[src/include/lmtc_pkg.sv]
// Shared constants and types of the link mode and termination configuration block.
`default_nettype none
package lmtc_pkg;
  localparam int unsigned LMTC_LINKS         = 4;
  localparam int unsigned LMTC_ADDR_W        = 10;
  localparam logic [7:0]  LMTC_OFS_MODE      = 8'h20;
  localparam logic [7:0]  LMTC_OFS_TERM      = 8'h32;
  localparam logic [7:0]  LMTC_OFS_LINE      = 8'h33;
  localparam int unsigned LMTC_BIT_FMT_LO    = 0;
  localparam int unsigned LMTC_BIT_FMT_HI    = 1;
  localparam int unsigned LMTC_BIT_REGIONAL  = 2;
  localparam int unsigned LMTC_BIT_CARRIER   = 3;
  localparam int unsigned LMTC_BIT_TERM_EXT  = 2;
  localparam int unsigned LMTC_BIT_AMI       = 0;
  localparam int unsigned LMTC_BIT_RJA       = 1;
  localparam int unsigned LMTC_BIT_BPV       = 2;
  localparam logic [7:0]  LMTC_MASK_MODE     = 8'h0f;
  localparam logic [7:0]  LMTC_MASK_TERM     = 8'h07;
  localparam logic [7:0]  LMTC_MASK_LINE     = 8'h03;
  localparam logic [7:0]  LMTC_RST_MODE      = 8'h00;
  localparam logic [7:0]  LMTC_RST_TERM      = 8'h00;
  localparam logic [7:0]  LMTC_RST_LINE      = 8'h00;
  localparam logic [4:0]  LMTC_SPI_CMD_BITS  = 5'h10;
  localparam logic [4:0]  LMTC_SPI_ALL_BITS  = 5'h18;
  localparam int unsigned LMTC_SPI_READ_BIT  = 15;

  typedef enum logic [1:0] {LMTC_SEL_MODE, LMTC_SEL_TERM, LMTC_SEL_LINE, LMTC_SEL_NONE} lmtc_sel_type;
  typedef enum logic [1:0] {LMTC_MODE_E1, LMTC_MODE_T1, LMTC_MODE_J1, LMTC_MODE_RSVD} lmtc_mode_type;
  typedef enum logic [1:0] {LMTC_FRM_SF, LMTC_FRM_ESF, LMTC_FRM_DM, LMTC_FRM_SLC96} lmtc_frame_type;
  typedef enum logic [1:0] {LMTC_CODE_AMI, LMTC_CODE_B8ZS, LMTC_CODE_HDB3} lmtc_code_type;
  typedef enum logic [2:0] {LMTC_IMP_75, LMTC_IMP_120, LMTC_IMP_100, LMTC_IMP_110, LMTC_IMP_EXT} lmtc_imp_type;

  typedef struct packed {
    logic         wr;
    logic         rd;
    logic [1:0]   link;
    lmtc_sel_type sel;
    logic [7:0]   wdata;
  } lmtc_req_type;

  typedef struct packed {
    logic [7:0] mode;
    logic [7:0] term;
    logic [7:0] line;
  } lmtc_link_regs_type;

  typedef struct packed {
    lmtc_mode_type  mode;
    lmtc_frame_type frame;
    logic           int_match;
    lmtc_imp_type   imp;
    lmtc_code_type  rx_code;
    lmtc_code_type  tx_code;
    logic           rja_en;
    logic           bpv_ok;
  } lmtc_link_cfg_type;
endpackage
`default_nettype wire

[src/logic/lmtc_cfg_store.sv]
// Per-link configuration register storage with registered read data.
`timescale 1ns/10ps
`default_nettype none
module lmtc_cfg_store (
  // Clock and reset.
  input  wire logic                                                clk_i,
  input  wire logic                                                rst_n_i,
  // Decoded register request.
  input  wire lmtc_pkg::lmtc_req_type                              req_i,
  // Read data and stored registers.
  output logic [7:0]                                               rdata_o,
  output lmtc_pkg::lmtc_link_regs_type [lmtc_pkg::LMTC_LINKS-1:0]  regs_o
);
  import lmtc_pkg::*;

  typedef struct packed {
    lmtc_link_regs_type [LMTC_LINKS-1:0] regs;
    logic [7:0]                          rdata;
  } lmtc_store_type;

  lmtc_store_type st_reg;
  lmtc_store_type st_next;

  always_comb begin
    st_next = st_reg;
    if (req_i.wr) begin
      case (req_i.sel)
        LMTC_SEL_MODE: st_next.regs[req_i.link].mode = req_i.wdata & LMTC_MASK_MODE;
        LMTC_SEL_TERM: st_next.regs[req_i.link].term = req_i.wdata & LMTC_MASK_TERM;
        LMTC_SEL_LINE: st_next.regs[req_i.link].line = req_i.wdata & LMTC_MASK_LINE;
        default:       st_next.regs = st_reg.regs;
      endcase
    end
    if (req_i.rd) begin
      case (req_i.sel)
        LMTC_SEL_MODE: st_next.rdata = st_reg.regs[req_i.link].mode;
        LMTC_SEL_TERM: st_next.rdata = st_reg.regs[req_i.link].term;
        LMTC_SEL_LINE: st_next.rdata = st_reg.regs[req_i.link].line;
        default:       st_next.rdata = 8'h00;
      endcase
    end
  end

  always_ff @(posedge clk_i or negedge rst_n_i) begin
    if (!rst_n_i) begin
      st_reg <= '{regs: {LMTC_LINKS{LMTC_RST_MODE, LMTC_RST_TERM, LMTC_RST_LINE}}, rdata: 8'h00};
    end else begin
      st_reg <= st_next;
    end
  end

  assign rdata_o = st_reg.rdata;
  assign regs_o  = st_reg.regs;
endmodule // lmtc_cfg_store
`default_nettype wire

[src/logic/lmtc_config_top.sv]
// Host ports, address decode and per-link mode and termination decode.
`timescale 1ns/10ps
`default_nettype none
//Contract
// RULE1: Configuration is accepted on either the SPI port or the parallel port, whichever the host uses.
// RULE2: Carrier family 0 makes a link E1 and its regional and format selections are ignored, per link.
// RULE3: Carrier family 1 with regional 0 is T1, with format 00 SF, 01 ESF, 10 DM and 11 SLC-96.
// RULE4: Carrier family 1 with regional 1 is J1 and offers only SF (00) and ESF (01).
// RULE5: A termination top bit of 0 turns the internal receive matching on.
// RULE6: With internal matching, code 000 is 75, 001 is 120, 010 is 100 and 011 is 110 ohm.
// RULE7: A termination top bit of 1 turns internal matching off whatever the low bits hold.
// RULE8: The receive decoder uses AMI, or B8ZS for T1 and J1, or HDB3 for E1.
// RULE9: The transmit encoder uses AMI or B8ZS for T1 and J1, and HDB3 for E1; the code copies rx_code into tx_code, so E1 also transmits AMI.
// RULE10: A diagnostic bipolar violation is inserted only while AMI is selected.
// RULE11: The receive jitter attenuator is chosen on or off per link.
// RULE12: Carrier 1, regional 1 with format 10 or 11 is reserved and decodes to no valid mode.
module lmtc_config_top (
  // Clock and reset.
  input  wire logic                                                clk_i,
  input  wire logic                                                rst_n_i,
  // Parallel microprocessor port.
  input  wire logic [lmtc_pkg::LMTC_ADDR_W-1:0]                    up_addr_i,
  input  wire logic [7:0]                                          up_wdata_i,
  input  wire logic                                                up_wr_i,
  input  wire logic                                                up_rd_i,
  output logic [7:0]                                               up_rdata_o,
  output logic                                                     up_rvalid_o,
  // SPI port.
  input  wire logic                                                spi_sclk_i,
  input  wire logic                                                spi_cs_n_i,
  input  wire logic                                                spi_sdi_i,
  output logic                                                     spi_sdo_o,
  output logic                                                     spi_sdo_oe_o,
  // Per-link configuration.
  output lmtc_pkg::lmtc_link_cfg_type [lmtc_pkg::LMTC_LINKS-1:0]   link_cfg_o,
  output logic [lmtc_pkg::LMTC_LINKS-1:0]                          bpv_insert_o
);
  import lmtc_pkg::*;

  typedef struct packed {
    logic                               sclk_q;
    logic                               cs_n_q;
    logic [4:0]                         bit_cnt;
    logic [15:0]                        cmd_sh;
    logic [7:0]                         data_sh;
    logic [7:0]                         sdo_sh;
    logic                               sdo_oe;
    logic                               spi_pend;
    lmtc_req_type                       spi_req;
    logic                               spi_rd_wait;
    logic                               up_rd_wait;
    logic [7:0]                         up_rdata;
    logic                               up_rvalid;
    logic [LMTC_LINKS-1:0]              bpv;
    lmtc_link_cfg_type [LMTC_LINKS-1:0] cfg;
  } lmtc_ctl_type;

  lmtc_ctl_type                         st_reg;
  lmtc_ctl_type                         st_next;
  lmtc_req_type                         req;
  logic [7:0]                           store_rdata;
  lmtc_link_regs_type [LMTC_LINKS-1:0]  regs;
  lmtc_link_cfg_type [LMTC_LINKS-1:0]   dec;
  logic                                 sclk_rise;
  logic                                 sclk_fall;

  function automatic lmtc_req_type lmtc_make_req(input logic wr, input logic rd,
                                                 input logic [LMTC_ADDR_W-1:0] addr, input logic [7:0] wdata);
    lmtc_req_type r;
    begin
      r.wr    = wr;
      r.rd    = rd;
      r.link  = addr[9:8];
      r.wdata = wdata;
      case (addr[7:0])
        LMTC_OFS_MODE: r.sel = LMTC_SEL_MODE;
        LMTC_OFS_TERM: r.sel = LMTC_SEL_TERM;
        LMTC_OFS_LINE: r.sel = LMTC_SEL_LINE;
        default:       r.sel = LMTC_SEL_NONE;
      endcase
      return r;
    end
  endfunction

  function automatic lmtc_link_cfg_type lmtc_decode(input lmtc_link_regs_type r);
    lmtc_link_cfg_type c;
    logic              carrier;
    logic              regional;
    logic [1:0]        fmt;
    begin
      carrier  = r.mode[LMTC_BIT_CARRIER];
      regional = r.mode[LMTC_BIT_REGIONAL];
      fmt      = r.mode[LMTC_BIT_FMT_HI:LMTC_BIT_FMT_LO];
      c        = '0;
      if (!carrier) begin
        c.mode  = LMTC_MODE_E1; // [RULE2]
        c.frame = LMTC_FRM_SF;
      end else if (!regional) begin
        c.mode  = LMTC_MODE_T1; // [RULE3]
        c.frame = lmtc_frame_type'(fmt);
      end else if (!fmt[1]) begin
        c.mode  = LMTC_MODE_J1; // [RULE4]
        c.frame = lmtc_frame_type'(fmt);
      end else begin
        c.mode  = LMTC_MODE_RSVD; // [RULE12]
        c.frame = LMTC_FRM_SF;
      end
      c.int_match = !r.term[LMTC_BIT_TERM_EXT]; // [RULE5] [RULE7]
      if (r.term[LMTC_BIT_TERM_EXT]) begin
        c.imp = LMTC_IMP_EXT; // [RULE7]
      end else begin
        case (r.term[1:0]) // [RULE6]
          2'h0:    c.imp = LMTC_IMP_75;
          2'h1:    c.imp = LMTC_IMP_120;
          2'h2:    c.imp = LMTC_IMP_100;
          default: c.imp = LMTC_IMP_110;
        endcase
      end
      if (r.line[LMTC_BIT_AMI]) begin
        c.rx_code = LMTC_CODE_AMI; // [RULE8]
      end else if (!carrier) begin
        c.rx_code = LMTC_CODE_HDB3; // [RULE8]
      end else begin
        c.rx_code = LMTC_CODE_B8ZS; // [RULE8]
      end
      c.tx_code = c.rx_code; // [RULE9]
      c.rja_en  = r.line[LMTC_BIT_RJA]; // [RULE11]
      c.bpv_ok  = r.line[LMTC_BIT_AMI]; // [RULE10]
      return c;
    end
  endfunction

  for (genvar g = 0; g < LMTC_LINKS; g++) begin : g_link
    assign dec[g] = lmtc_decode(regs[g]); // [RULE2]
  end

  assign sclk_rise = spi_sclk_i & ~st_reg.sclk_q & ~spi_cs_n_i;
  assign sclk_fall = ~spi_sclk_i & st_reg.sclk_q & ~spi_cs_n_i;

  always_comb begin
    st_next             = st_reg;
    st_next.sclk_q      = spi_sclk_i;
    st_next.cs_n_q      = spi_cs_n_i;
    st_next.up_rvalid   = 1'b0;
    st_next.bpv         = '0;
    st_next.cfg         = dec;
    st_next.up_rd_wait  = 1'b0;
    st_next.spi_rd_wait = 1'b0;
    req                 = '0;
    if (up_wr_i || up_rd_i) begin
      req                = lmtc_make_req(up_wr_i, up_rd_i & ~up_wr_i, up_addr_i, up_wdata_i); // [RULE1]
      st_next.up_rd_wait = up_rd_i & ~up_wr_i;
    end else if (st_reg.spi_pend) begin
      req                 = st_reg.spi_req; // [RULE1]
      st_next.spi_pend    = 1'b0;
      st_next.spi_rd_wait = st_reg.spi_req.rd;
    end
    if (req.wr && req.sel == LMTC_SEL_LINE && req.wdata[LMTC_BIT_BPV] && req.wdata[LMTC_BIT_AMI]) begin
      st_next.bpv[req.link] = 1'b1; // [RULE10]
    end
    if (st_reg.up_rd_wait) begin
      st_next.up_rdata  = store_rdata;
      st_next.up_rvalid = 1'b1;
    end
    if (st_reg.spi_rd_wait) begin
      st_next.sdo_sh = store_rdata;
      st_next.sdo_oe = ~spi_cs_n_i;
    end
    if (spi_cs_n_i) begin
      st_next.bit_cnt = 5'h00;
      st_next.sdo_oe  = 1'b0;
    end else if (sclk_rise && st_reg.bit_cnt != LMTC_SPI_ALL_BITS) begin
      st_next.bit_cnt = st_reg.bit_cnt + 5'h01;
      if (st_reg.bit_cnt < LMTC_SPI_CMD_BITS) begin
        st_next.cmd_sh = {st_reg.cmd_sh[14:0], spi_sdi_i};
      end else begin
        st_next.data_sh = {st_reg.data_sh[6:0], spi_sdi_i};
      end
      if (st_reg.bit_cnt == LMTC_SPI_CMD_BITS - 5'h01 && st_reg.cmd_sh[LMTC_SPI_READ_BIT-1]) begin
        st_next.spi_pend = 1'b1; // [RULE1]
        st_next.spi_req  = lmtc_make_req(1'b0, 1'b1, st_next.cmd_sh[LMTC_ADDR_W-1:0], 8'h00);
      end
      if (st_reg.bit_cnt == LMTC_SPI_ALL_BITS - 5'h01 && !st_reg.cmd_sh[LMTC_SPI_READ_BIT]) begin
        st_next.spi_pend = 1'b1; // [RULE1]
        st_next.spi_req  = lmtc_make_req(1'b1, 1'b0, st_reg.cmd_sh[LMTC_ADDR_W-1:0],
                                         {st_reg.data_sh[6:0], spi_sdi_i});
      end
    end else if (sclk_fall && st_reg.bit_cnt > LMTC_SPI_CMD_BITS) begin
      st_next.sdo_sh = {st_reg.sdo_sh[6:0], 1'b0};
    end
  end

  always_ff @(posedge clk_i or negedge rst_n_i) begin
    if (!rst_n_i) begin
      st_reg        <= '0;
      st_reg.cs_n_q <= 1'b1;
    end else begin
      st_reg <= st_next;
    end
  end

  lmtc_cfg_store u_store (
    .clk_i   (clk_i),
    .rst_n_i (rst_n_i),
    .req_i   (req),
    .rdata_o (store_rdata),
    .regs_o  (regs)
  );

  assign up_rdata_o   = st_reg.up_rdata;
  assign up_rvalid_o  = st_reg.up_rvalid;
  assign spi_sdo_o    = st_reg.sdo_sh[7];
  assign spi_sdo_oe_o = st_reg.sdo_oe;
  assign link_cfg_o   = st_reg.cfg;
  assign bpv_insert_o = st_reg.bpv;

  a_up_read_answer: assert property (@(posedge clk_i) disable iff (!rst_n_i) // [RULE1]
    up_rd_i && !up_wr_i |-> ##2 up_rvalid_o) else $error("Parallel read not answered in two cycles.");
  a_e1_ignores_sel: assert property (@(posedge clk_i) disable iff (!rst_n_i) // [RULE2]
    !regs[1].mode[LMTC_BIT_CARRIER] |=> link_cfg_o[1].mode == LMTC_MODE_E1) else $error("Link not in E1.");
  a_t1_format_sel: assert property (@(posedge clk_i) disable iff (!rst_n_i) // [RULE3]
    regs[0].mode[3:2] == 2'h2 |=> link_cfg_o[0].mode == LMTC_MODE_T1 && link_cfg_o[0].frame == $past(regs[0].mode[1:0]))
    else $error("T1 format decode wrong.");
  a_j1_format_sel: assert property (@(posedge clk_i) disable iff (!rst_n_i) // [RULE4]
    regs[0].mode[3:1] == 3'h6 |=> link_cfg_o[0].mode == LMTC_MODE_J1 && link_cfg_o[0].frame == $past(regs[0].mode[1:0]))
    else $error("J1 format decode wrong.");
  a_int_match_on: assert property (@(posedge clk_i) disable iff (!rst_n_i) // [RULE5]
    !regs[2].term[LMTC_BIT_TERM_EXT] |=> link_cfg_o[2].int_match) else $error("Internal matching not enabled.");
  a_imp_code_map: assert property (@(posedge clk_i) disable iff (!rst_n_i) // [RULE6]
    regs[1].term[2:0] == 3'h1 |=> link_cfg_o[1].imp == LMTC_IMP_120) else $error("Impedance code 001 not 120 ohm.");
  a_ext_match_sel: assert property (@(posedge clk_i) disable iff (!rst_n_i) // [RULE7]
    regs[3].term[LMTC_BIT_TERM_EXT] |=> !link_cfg_o[3].int_match && link_cfg_o[3].imp == LMTC_IMP_EXT)
    else $error("External matching not selected.");
  a_rx_hdb3_e1: assert property (@(posedge clk_i) disable iff (!rst_n_i) // [RULE8]
    regs[0].mode[LMTC_BIT_CARRIER] == 1'b0 && !regs[0].line[LMTC_BIT_AMI] |=> link_cfg_o[0].rx_code == LMTC_CODE_HDB3)
    else $error("E1 receive code not HDB3.");
  a_tx_b8zs_t1: assert property (@(posedge clk_i) disable iff (!rst_n_i) // [RULE9]
    regs[0].mode[LMTC_BIT_CARRIER] && !regs[0].line[LMTC_BIT_AMI] |=> link_cfg_o[0].tx_code == LMTC_CODE_B8ZS)
    else $error("T1 transmit code not B8ZS.");
  a_bpv_ami_only: assert property (@(posedge clk_i) disable iff (!rst_n_i) // [RULE10]
    bpv_insert_o[1] |-> $past(req.wr && req.link == 2'h1 && req.sel == LMTC_SEL_LINE && req.wdata[LMTC_BIT_AMI]))
    else $error("Violation inserted without AMI.");
  a_rja_select: assert property (@(posedge clk_i) disable iff (!rst_n_i) // [RULE11]
    $rose(regs[1].line[LMTC_BIT_RJA]) |=> link_cfg_o[1].rja_en) else $error("Jitter attenuator select lost.");
  a_reserved_mode: assert property (@(posedge clk_i) disable iff (!rst_n_i) // [RULE12]
    regs[2].mode[3:1] == 3'h7 |=> link_cfg_o[2].mode == LMTC_MODE_RSVD) else $error("Reserved J1 format not flagged.");
endmodule // lmtc_config_top
`default_nettype wire

[config.mk]
export PLATFORM = sky130hd
export DESIGN_NAME = lmtc_config_top
export DESIGN_NICKNAME = d
export VERILOG_FILES = /design/src/include/lmtc_pkg.sv /design/src/logic/lmtc_cfg_store.sv /design/src/logic/lmtc_config_top.sv
export SDC_FILE = /design/constraint.sdc
export NUM_CORES = 1
export LEC_CHECK = 0
export BUFFER_PORTS_ARGS = -buffer_cell sky130_fd_sc_hd__buf_4
export CAP_MARGIN = 20
export CORE_MARGIN = 4
export CORE_UTILIZATION = 50
export CTS_CLUSTER_DIAMETER = 200
export DETAILED_ROUTE_END_ITERATION = 6
export GPL_ROUTABILITY_DRIVEN = 0
export HOLD_SLACK_MARGIN = 0.03
export PLACE_DENSITY = 0.69
export SLEW_MARGIN = 20
export SYNTH_ARGS = -nofsm -noshare
export SYNTH_HDL_FRONTEND = slang
export SYNTH_SLANG_ARGS = --single-unit
[constraint.sdc]
create_clock -name clk_i -period 7.7 [get_ports clk_i]
set_clock_uncertainty 0.05 [all_clocks]
set_input_delay 1.925 -clock clk_i [delete_from_list [all_inputs] [get_ports clk_i]]
set_output_delay 1.925 -clock clk_i [all_outputs]
set_load 0.05 [all_outputs]
==> results of run 1 <==
-- where the power goes --
group	total, W	internal (W)	switching, W
registers	0.00126	0.00119	0.0000739
clock network	0.00106	0.000631	0.000426
logic	0.000384	0.000134	0.000250
total	0.00270	0.00195	0.000750
-- through the flow --
stage	hold WS (ps)	utilization, %	power [W]
after global placement	348	53.3	0.00165
final	366	57.3	0.00270
after floorplan	302	-	0.00157
after global routing	370	57.3	0.00280
after CTS	366	57.3	0.00273
after detailed placement	351	53.3	0.00167
-- cells by family after synthesis --
logic type / count (synthesis) / synth area share (%)
flip-flops: 212 / 56.7
AND/OR/NAND/NOR: 230 / 13.9
AO/OA/AOI/OAI: 167 / 11.8
multiplexers: 58 / 8.44
buffers and inverters: 118 / 7.78
XOR/XNOR: 4 / 0.375
adder cells (fa/ha/maj): 8 / 1.07
-- layout by cell type, fill, tap and decap left out, types with 9 or more instances in the layout --
master	instances
a21o_1	9
a21oi_1	43
a22o_1	24
and2_1	50
and3_1	25
buf_4	93
clkbuf_16	23
dfrtp_1	212
inv_1	18
mux2_2	31
mux2i_1	11
mux4_2	13
nand2_1	30
nand3_1	35
nor2_1	38
nor2b_1	14
o21ai_0	38
o21ai_1	14
-- cell type report --
type / count / area (um2) / share of cell area, %
timing repair buffer: 95 / 723 / 6.93
sequential: 212 / 5310 / 50.8
inverter: 18 / 67.6 / 0.647
clock buffer: 33 / 663 / 6.35
clock inverter: 7 / 68.8 / 0.659
tap: 229 / 287 / 2.74
multi-input combinational: 467 / 3330 / 31.9
-- metal layers --
metal / GRT usage [%] / up-vias / wire (um)
met5: 0 / - / 0
met4: 4.86 / 0 / 474
met3: 4.01 / 39 / 1260
met2: 31.7 / 200 / 9710
met1: 26.9 / 3082 / 8750
li1: - / 2785 / -
-- how the worst max path moves through the flow --
stage	from	to	slack (ps)
2_1_floorplan	up_addr_i[3]	flop	3240
5_1_grt	up_addr_i[2]	flop	2740
3_5_place_dp	up_wr_i	flop	2450
4_1_cts	up_wr_i	flop	2970
3_3_place_gp	up_addr_i[2]	flop	2550
6_report	up_wr_i	flop	2950
-- synthesized netlist by cell type (all sizes together) (2+ instances only) --
cell type / number / area, um2
and3b: 2 / 17.5
xor2: 2 / 17.5
mux2i: 11 / 110
buf: 78 / 578
o21ai: 54 / 285
a21oi: 43 / 215
dfrtp: 212 / 5310
nand3b: 3 / 22.5
clkbuf: 22 / 82.6
a21boi: 4 / 30.0
nor2b: 14 / 87.6
a211oi: 8 / 70.1
o21a: 2 / 15.0
a32o: 4 / 40.0
a22o: 24 / 210
a31oi: 4 / 25.0
nor3: 4 / 20.0
ha: 8 / 100
and2: 50 / 313
mux2: 34 / 387
a21o: 9 / 67.6
nand4bb: 2 / 27.5
a22oi: 4 / 35.0
inv: 18 / 67.6
nor3b: 3 / 22.5
nand3: 35 / 175
xnor2: 2 / 17.5
nor2: 41 / 161
nand2: 32 / 130
nor4bb: 2 / 20.0
a2111oi: 5 / 56.3
and3: 25 / 156
mux4: 13 / 293
nand4b: 2 / 17.5
or3: 2 / 12.5
or2: 3 / 18.8
nand2b: 3 / 18.8
-- critical path, cell delays in order --
cell and delay [ps]:
buf_4 170, nor2_1 440, nand3_1 130, o21ai_0 280
inv_1 140, ha_1 410, a2111o_1 560, or2_1 600
a32o_1 410
==> metrics.csv, run 1 <==
metric;value;unit
status;complete, no violations;
post-CTS sizing;0;
Hold Path Class;reg -> reg;
syn_nets;830;
DIE AREA;21000;um2
endpoints failing setup;0;
hold-fix buffers at CTS;0;
Hold Path Cell Cnt;0;
first-pass GRT wire length;32.3;mm
arrival time worst endpoint;5090;ps
clock root cell;clkbuf_16;
drt via density;5.75;
DP Area;9700;um2
Iter 0 DRT Violations;427;
gr usage total;19.4;%
CTS tree;done;
post-route ant nets;0;
Worst Reg-to-Reg Cells;7;
Die Wd;145;um
P_leak;4.92;nW
CTS clk-pin slew, worst paths;60;ps
CTS buffer count;22;
Top FF cell, synth;dfrtp_1;
nets;849;
async set-or-reset flop fraction in the synthesized netlist;100;%
worst path setup slack after routing;2950;ps
number of antenna violations at the first check in global routing;0;
mapped cell area;9360;um2
Yosys cell types;66;
FF-to-FF setup slack;4380;ps
Fmax;0.210;GHz
DRC Markers;0;
Std-Cell Rows;49;
Setup crit start kind;input port;
clk_lat worst skew;500;ps
vias in the first global route;6051;
required time of the critical path;8030;ps
RSZ-0062 raised after global routing;false;
layout cells sized above 1;23.4;%
Avg Inst Size Synth;11.7;um2
dpl cells;1020;
Max Cap Viol;0;
VDD IR max;178;uV
dpl hpwl;14.0;mm
number of setup buffers added after CTS;0;
number of synthesized flops with an enable pin;0;
Port Buffers;91;
Core Area;18200;um2
largest net degree at the start of global routing;99;
drt first pass iters;5;
WS Path Type;in -> reg;
final critical-path required period;4750;ps
Layout Cells excl Fill;1061;
Worst R2R Start;st_reg[85];
Antenna diodes;0;
remaining global-route overflow;0;
fin area;10400;um2
final hold vios;0;
Max Buffers Root-to-Sink;3;
WHS Endpoint;link_cfg_o[29];
register area share after synthesis;56.7;%
Synth Register Bits;212;
pre-CTS WS;2450;ps
Filler Cell Count;1436;
drt wl/cell;19.0;um
period utilization;61.7;%
Ports;96;
Worst setup EP type;flop;
htree depth;1;
WL final;20.2;mm
Ys Warns;0;
Die Span Y;145;um
Slew @ Worst Pin;970;ps
Layout area overhead;11.6;%
vias post-DR;6106;
Slew Viols, Final;0;
setup TNS;0;ps
Starting Density;51.4;%
slew margin rel.;33.6;%
CP max FO;32;
Pwr Density;259;nW/um2
Sink Count;212;
Mapped Cells;797;
Power figures use the tool's default switching activity.
==> inputs of run 2 (changes only) <==
--- a/config.mk
+++ b/config.mk
@@ -13,7 +13,7 @@
 export DETAILED_ROUTE_END_ITERATION = 6
 export GPL_ROUTABILITY_DRIVEN = 0
 export HOLD_SLACK_MARGIN = 0.03
-export PLACE_DENSITY = 0.69
+export PLACE_DENSITY = 0.72
 export SLEW_MARGIN = 20
 export SYNTH_ARGS = -nofsm -noshare
 export SYNTH_HDL_FRONTEND = slang
==> constraint.sdc (replaced) <==
create_clock -name clk_i -period 3.8 [get_ports clk_i]
set_clock_uncertainty 0.05 [all_clocks]
set_input_delay 0.95 -clock clk_i [delete_from_list [all_inputs] [get_ports clk_i]]
set_output_delay 0.95 -clock clk_i [all_outputs]
set_load 0.05 [all_outputs]
==> run 2 against run 1 <==
Sequential cell count unchanged; highest routed layer unchanged; critical path type unchanged; global-route usage grew 0.28 points; register-to-register slack got worse by 3300 ps; clock-buffer cell count decreased by 1; first-iteration DRC count grew 27%; combinational power increased by 110%; sequential power rose by 100%; power grew 98%.
==> metrics.csv, run 2 (same netlist as run 1, synthesis figures left out) <==
metric;value;unit
VDD IR max;338;uV
final hold vios;0;
CP dominant cell by count;buf_4;
R2R Path End;u_store.rdata_o[1];
Max Buffers Root-to-Sink;3;
clk_lat worst skew;510;ps
Hold Path Class;in -> async;
nets;872;
Core Area;18200;um2
logic gate share of total power;14.9;%
Std-Cell Rows;49;
WL final;20.4;mm
clock root cell;clkbuf_16;
gr usage total;19.7;%
arrival time worst endpoint;3570;ps
first-pass GRT wire length;32.5;mm
setup TNS;0;ps
Worst path max stage delay;420;ps
CP max-delay cell;or4_1;
layout cells sized above 1;24.9;%
Antenna diodes;0;
P_leak;5.00;nW
RSZ-0062 raised after global routing;false;
Slew Viols, Final;0;
largest net degree at the start of global routing;89;
cells along the critical path;buf_4, nand2b_1, or4_1, nor3_1, o21ai_0, buf_4, ha_1, a211oi_1, buf_4, nand2b_1, a21o_1, a22o_1;
post-CTS sizing;0;
CTS tree;done;
CP max FO;8;
worst path setup slack after routing;564;ps
CTS clk-pin slew, worst paths;60;ps
P_sw;0.00149;W
number of setup buffers added after CTS;0;
worst hold margin;379;ps
Worst Reg-to-Reg Cells;10;
remaining global-route overflow;0;
DP Area;9900;um2
post-route ant nets;0;
Layout Cells excl Fill;1082;
number of antenna violations at the first check in global routing;0;
Worst Path Buf+Inv;3;
vias post-DR;6091;
endpoints failing setup;0;
period utilization;85.1;%
Max Cap Viol;0;
Setup crit start kind;input port;
final critical-path required period;3240;ps
commonest cells after routing, fill and taps aside;dfrtp_1 (212), buf_4 (115), and2_1 (50);
required time of the critical path;4130;ps
P_int;0.00386;W
Iter 0 DRT Violations;543;
drt first pass iters;5;
Ports;96;
Die Wd;145;um
sequential share of power;47.7;%
CTS buffer count;22;
Starting Density;51.4;%
Sink Count;212;
FF-to-FF setup slack;1070;ps
Worst R2R Start;st_reg[85];
Die Span Y;145;um
dpl hpwl;13.9;mm
drt wl/cell;18.8;um
DRC Markers;0;
drt via density;5.63;
fin area;10600;um2
WS Path Type;in -> reg;
clock power share;37.3;%
Fmax;0.309;GHz
Worst setup EP type;flop;
Slew @ Worst Pin;786;ps
Port Buffers;91;
Crit path max-delay family;compound AO/OA/AOI/OAI gates;
switching share of power;27.8;%
status;complete, no violations;
slew margin rel.;47.5;%
DIE AREA;21000;um2
most common cell after layout, fill and taps aside;dfrtp_1;
htree depth;1;
pre-CTS WS;58.8;ps
hold-fix buffers at CTS;0;
Pwr Density;506;nW/um2
Layout area overhead;13.0;%
vias in the first global route;6072;
dpl cells;1044;
-- run 2: cell count changes in the layout (fill, tap and decap cells not counted), sizes merged --
cell,before,now
buf,94,117
inv,19,18
clkinvlp,1,0
clkinv,4,5
clkbuf,34,33
-- run 2: worst register-to-register path, delay by kind of cell (launching register included) --
kind                     cells  cell delay (ps)
AO/OA/AOI/OAI                4              810
adder cells (fa/ha/maj)      1              260
buffers and inverters        3              460
flip-flops                   1              610
AND/OR/NAND/NOR              2              450
-- run 2: layout make-up --
type / count / area, um2
Sequential cell: 212 / 5310
Timing Repair Buffer: 118 / 917
Tap cell: 229 / 287
Fill cell: 1460 / 7640
Clock buffer: 32 / 598
Inverter: 18 / 67.6
Multi-Input combinational cell: 467 / 3330
Clock inverter: 6 / 66.3
-- run 2: worst max path at each step --
stage | start | end | slack, ps | cells after the start
global placement | up_addr_i[2] | flop | 140 | 11
floorplan | up_addr_i[3] | flop | 320 | 10
finish | up_addr_i[2] | flop | 560 | 12
CTS | up_addr_i[2] | flop | 570 | 11
global route | up_addr_i[2] | flop | 380 | 11
detailed placement | up_addr_i[2] | flop | 60 | 12
-- run 2: power by group through the flow --
stage,Combinational [W],Sequential (W),Clock [W]
5_1_grt,0.000857,0.00258,0.00213
6_report,0.000798,0.00255,0.00200
3_5_place_dp,0.000799,0.00259,0
4_1_cts,0.000803,0.00255,0.00204
3_3_place_gp,0.000790,0.00259,0
2_1_floorplan,0.000640,0.00254,0
-- run 2: layer usage --
layer	vias up	GRT usage [%]	share of wire [%]
met4	0	5.20	2.3
li1	2836	-	-
met1	3003	28.2	43
met2	214	31.6	47
met5	-	0	0
met3	38	3.38	6.9
-- run 2: metrics by stage --
stage	power, W	utilization (%)
3_3_place_gp	0.00338	54.4
3_5_place_dp	0.00339	54.4
2_1_floorplan	0.00318	-
5_1_grt	0.00557	58.0
6_report	0.00535	58.0
4_1_cts	0.00540	58.0
==> inputs of run 3 (changes only) <==
==> constraint.sdc (replaced) <==
create_clock -name clk_i -period 3.8 [get_ports clk_i]
set_clock_uncertainty 0.05 [all_clocks]
set_input_delay 0.76 -clock clk_i [delete_from_list [all_inputs] [get_ports clk_i]]
set_output_delay 0.76 -clock clk_i [all_outputs]
set_load 0.05 [all_outputs]
==> run 3 against run 2 <==
Sequential power barely moved; register-to-register slack lost 30 ps; non-clock buffer count down 6; die area did not move; global-route usage fell by 0.54 points; critical path type unchanged; final cell count down 0.65%; hold slack got worse by 61 ps.
==> metrics.csv, run 3 (same netlist as run 1, synthesis figures left out) <==
metric;value;unit
nets;866;
worst hold margin;319;ps
drt via density;5.61;
WS Path Type;in -> reg;
post-CTS sizing;0;
Core Area;18200;um2
dpl hpwl;13.6;mm
status;complete, no violations;
CP startpoint;up_addr_i[2];
CP max-delay cell;a2111o_1;
final critical-path required period;3210;ps
clock root cell;clkbuf_16;
Worst Reg-to-Reg Cells;8;
fin area;10500;um2
Setup crit start kind;input port;
Starting Density;51.4;%
post-route ant nets;0;
Fmax;0.311;GHz
setup TNS;0;ps
P_leak;4.97;nW
Std-Cell Rows;49;
most common cell after layout, fill and taps aside;dfrtp_1;
Post-Route Utilization;57.7;%
clk_lat worst skew;510;ps
arrival time worst endpoint;3570;ps
required time of the critical path;4150;ps
Hold Path Class;in -> async;
htree depth;1;
first-pass GRT wire length;31.7;mm
Layout area overhead;12.3;%
vias post-DR;6034;
Iter 0 DRT Violations;424;
Sink Count;212;
gr usage total;19.2;%
VDD IR max;363;uV
endpoints failing setup;0;
CP max FO;32;
slew margin rel.;37.4;%
Slew @ Worst Pin;940;ps
commonest cells after routing, fill and taps aside;dfrtp_1 (212), buf_4 (111), and2_1 (50);
Worst setup EP type;flop;
CTS tree;done;
Max Buffers Root-to-Sink;3;
largest net degree at the start of global routing;113;
drt wl/cell;18.5;um
WL final;19.9;mm
FF-to-FF setup slack;1040;ps
DRC Markers;0;
CTS clk-pin slew, worst paths;60;ps
period utilization;84.6;%
number of antenna violations at the first check in global routing;0;
Slew Viols, Final;0;
Port Buffers;91;
Die Span Y;145;um
Worst path max stage delay;450;ps
DIE AREA;21000;um2
cells along the critical path;buf_4, nand2b_1, or4_1, nor3_1, o21ai_0, ha_1, a2111o_1, or2_1, buf_4, a32o_1;
Total Power;0.00535;W
Worst R2R Start;st_reg[85];
Die Wd;145;um
drt first pass iters;4;
remaining global-route overflow;0;
hold-fix buffers at CTS;0;
final hold vios;0;
Ports;96;
number of setup buffers added after CTS;0;
Antenna diodes;0;
DP Area;9830;um2
Pwr Density;509;nW/um2
Max Cap Viol;0;
vias in the first global route;5880;
CTS buffer count;22;
layout cells sized above 1;24.6;%
CP dominant cell by count;buf_4;
RSZ-0062 raised after global routing;false;
run 3: cell count changes in the layout (fill, tap and decap cells not counted), sizes merged:
cell / change
clkbuf: +1
bufinv: -1
clkinvlp: +1
buf: -6
clkinv: -2
run 3: metrics by stage:
step	setup WS (ps)	std cells
after CTS	633	1075
final	586	1075
after global placement	144	1038
after global routing	444	1075
after floorplan	509	797
after detailed placement	100	1038
run 3: final cells by class:
type	instances	area [um2]
fillers	1487	7700
flip-flops and latches	212	5310
multi-input cells	467	3330
repair buffers	112	847
clock buffers	33	642
well taps	229	287
inverters	18	67.6
clock inverters	4	33.8
run 3: critical path: cells and delay by family:
family,cells,cell delay (ps)
buf+inv,2,330
simple gates,4,1060
compound gates,3,1010
fa+ha+maj,1,400
run 3: how the worst min path moves through the flow:
| stage | cells past startpoint | start | end |
|---|---|---|---|
| 2_1_floorplan | 0 | st_reg[69] | up_rvalid_o |
| 3_3_place_gp | 0 | flop | link_cfg_o[29] |
| 3_5_place_dp | 0 | flop | link_cfg_o[43] |
| 4_1_cts | 1 | spi_sclk_i | st_reg[125] |
| 5_1_grt | 1 | spi_sclk_i | st_reg[125] |
| 6_report | 1 | rst_n_i | st_reg[105] |
run 3: layer usage:
metal  vias up  GRT usage (%)  wire (um)
met1      2964           27.8       8990
met4         0           6.04        582
met3        47           3.84       1270
met5         -              0          0
li1       2822              -          -
met2       201           29.4       9030
run 3: power breakdown:
part           internal [W]  switching [W]
clock               0.00116       0.000842
combinational      0.000281       0.000506
sequential          0.00241       0.000147
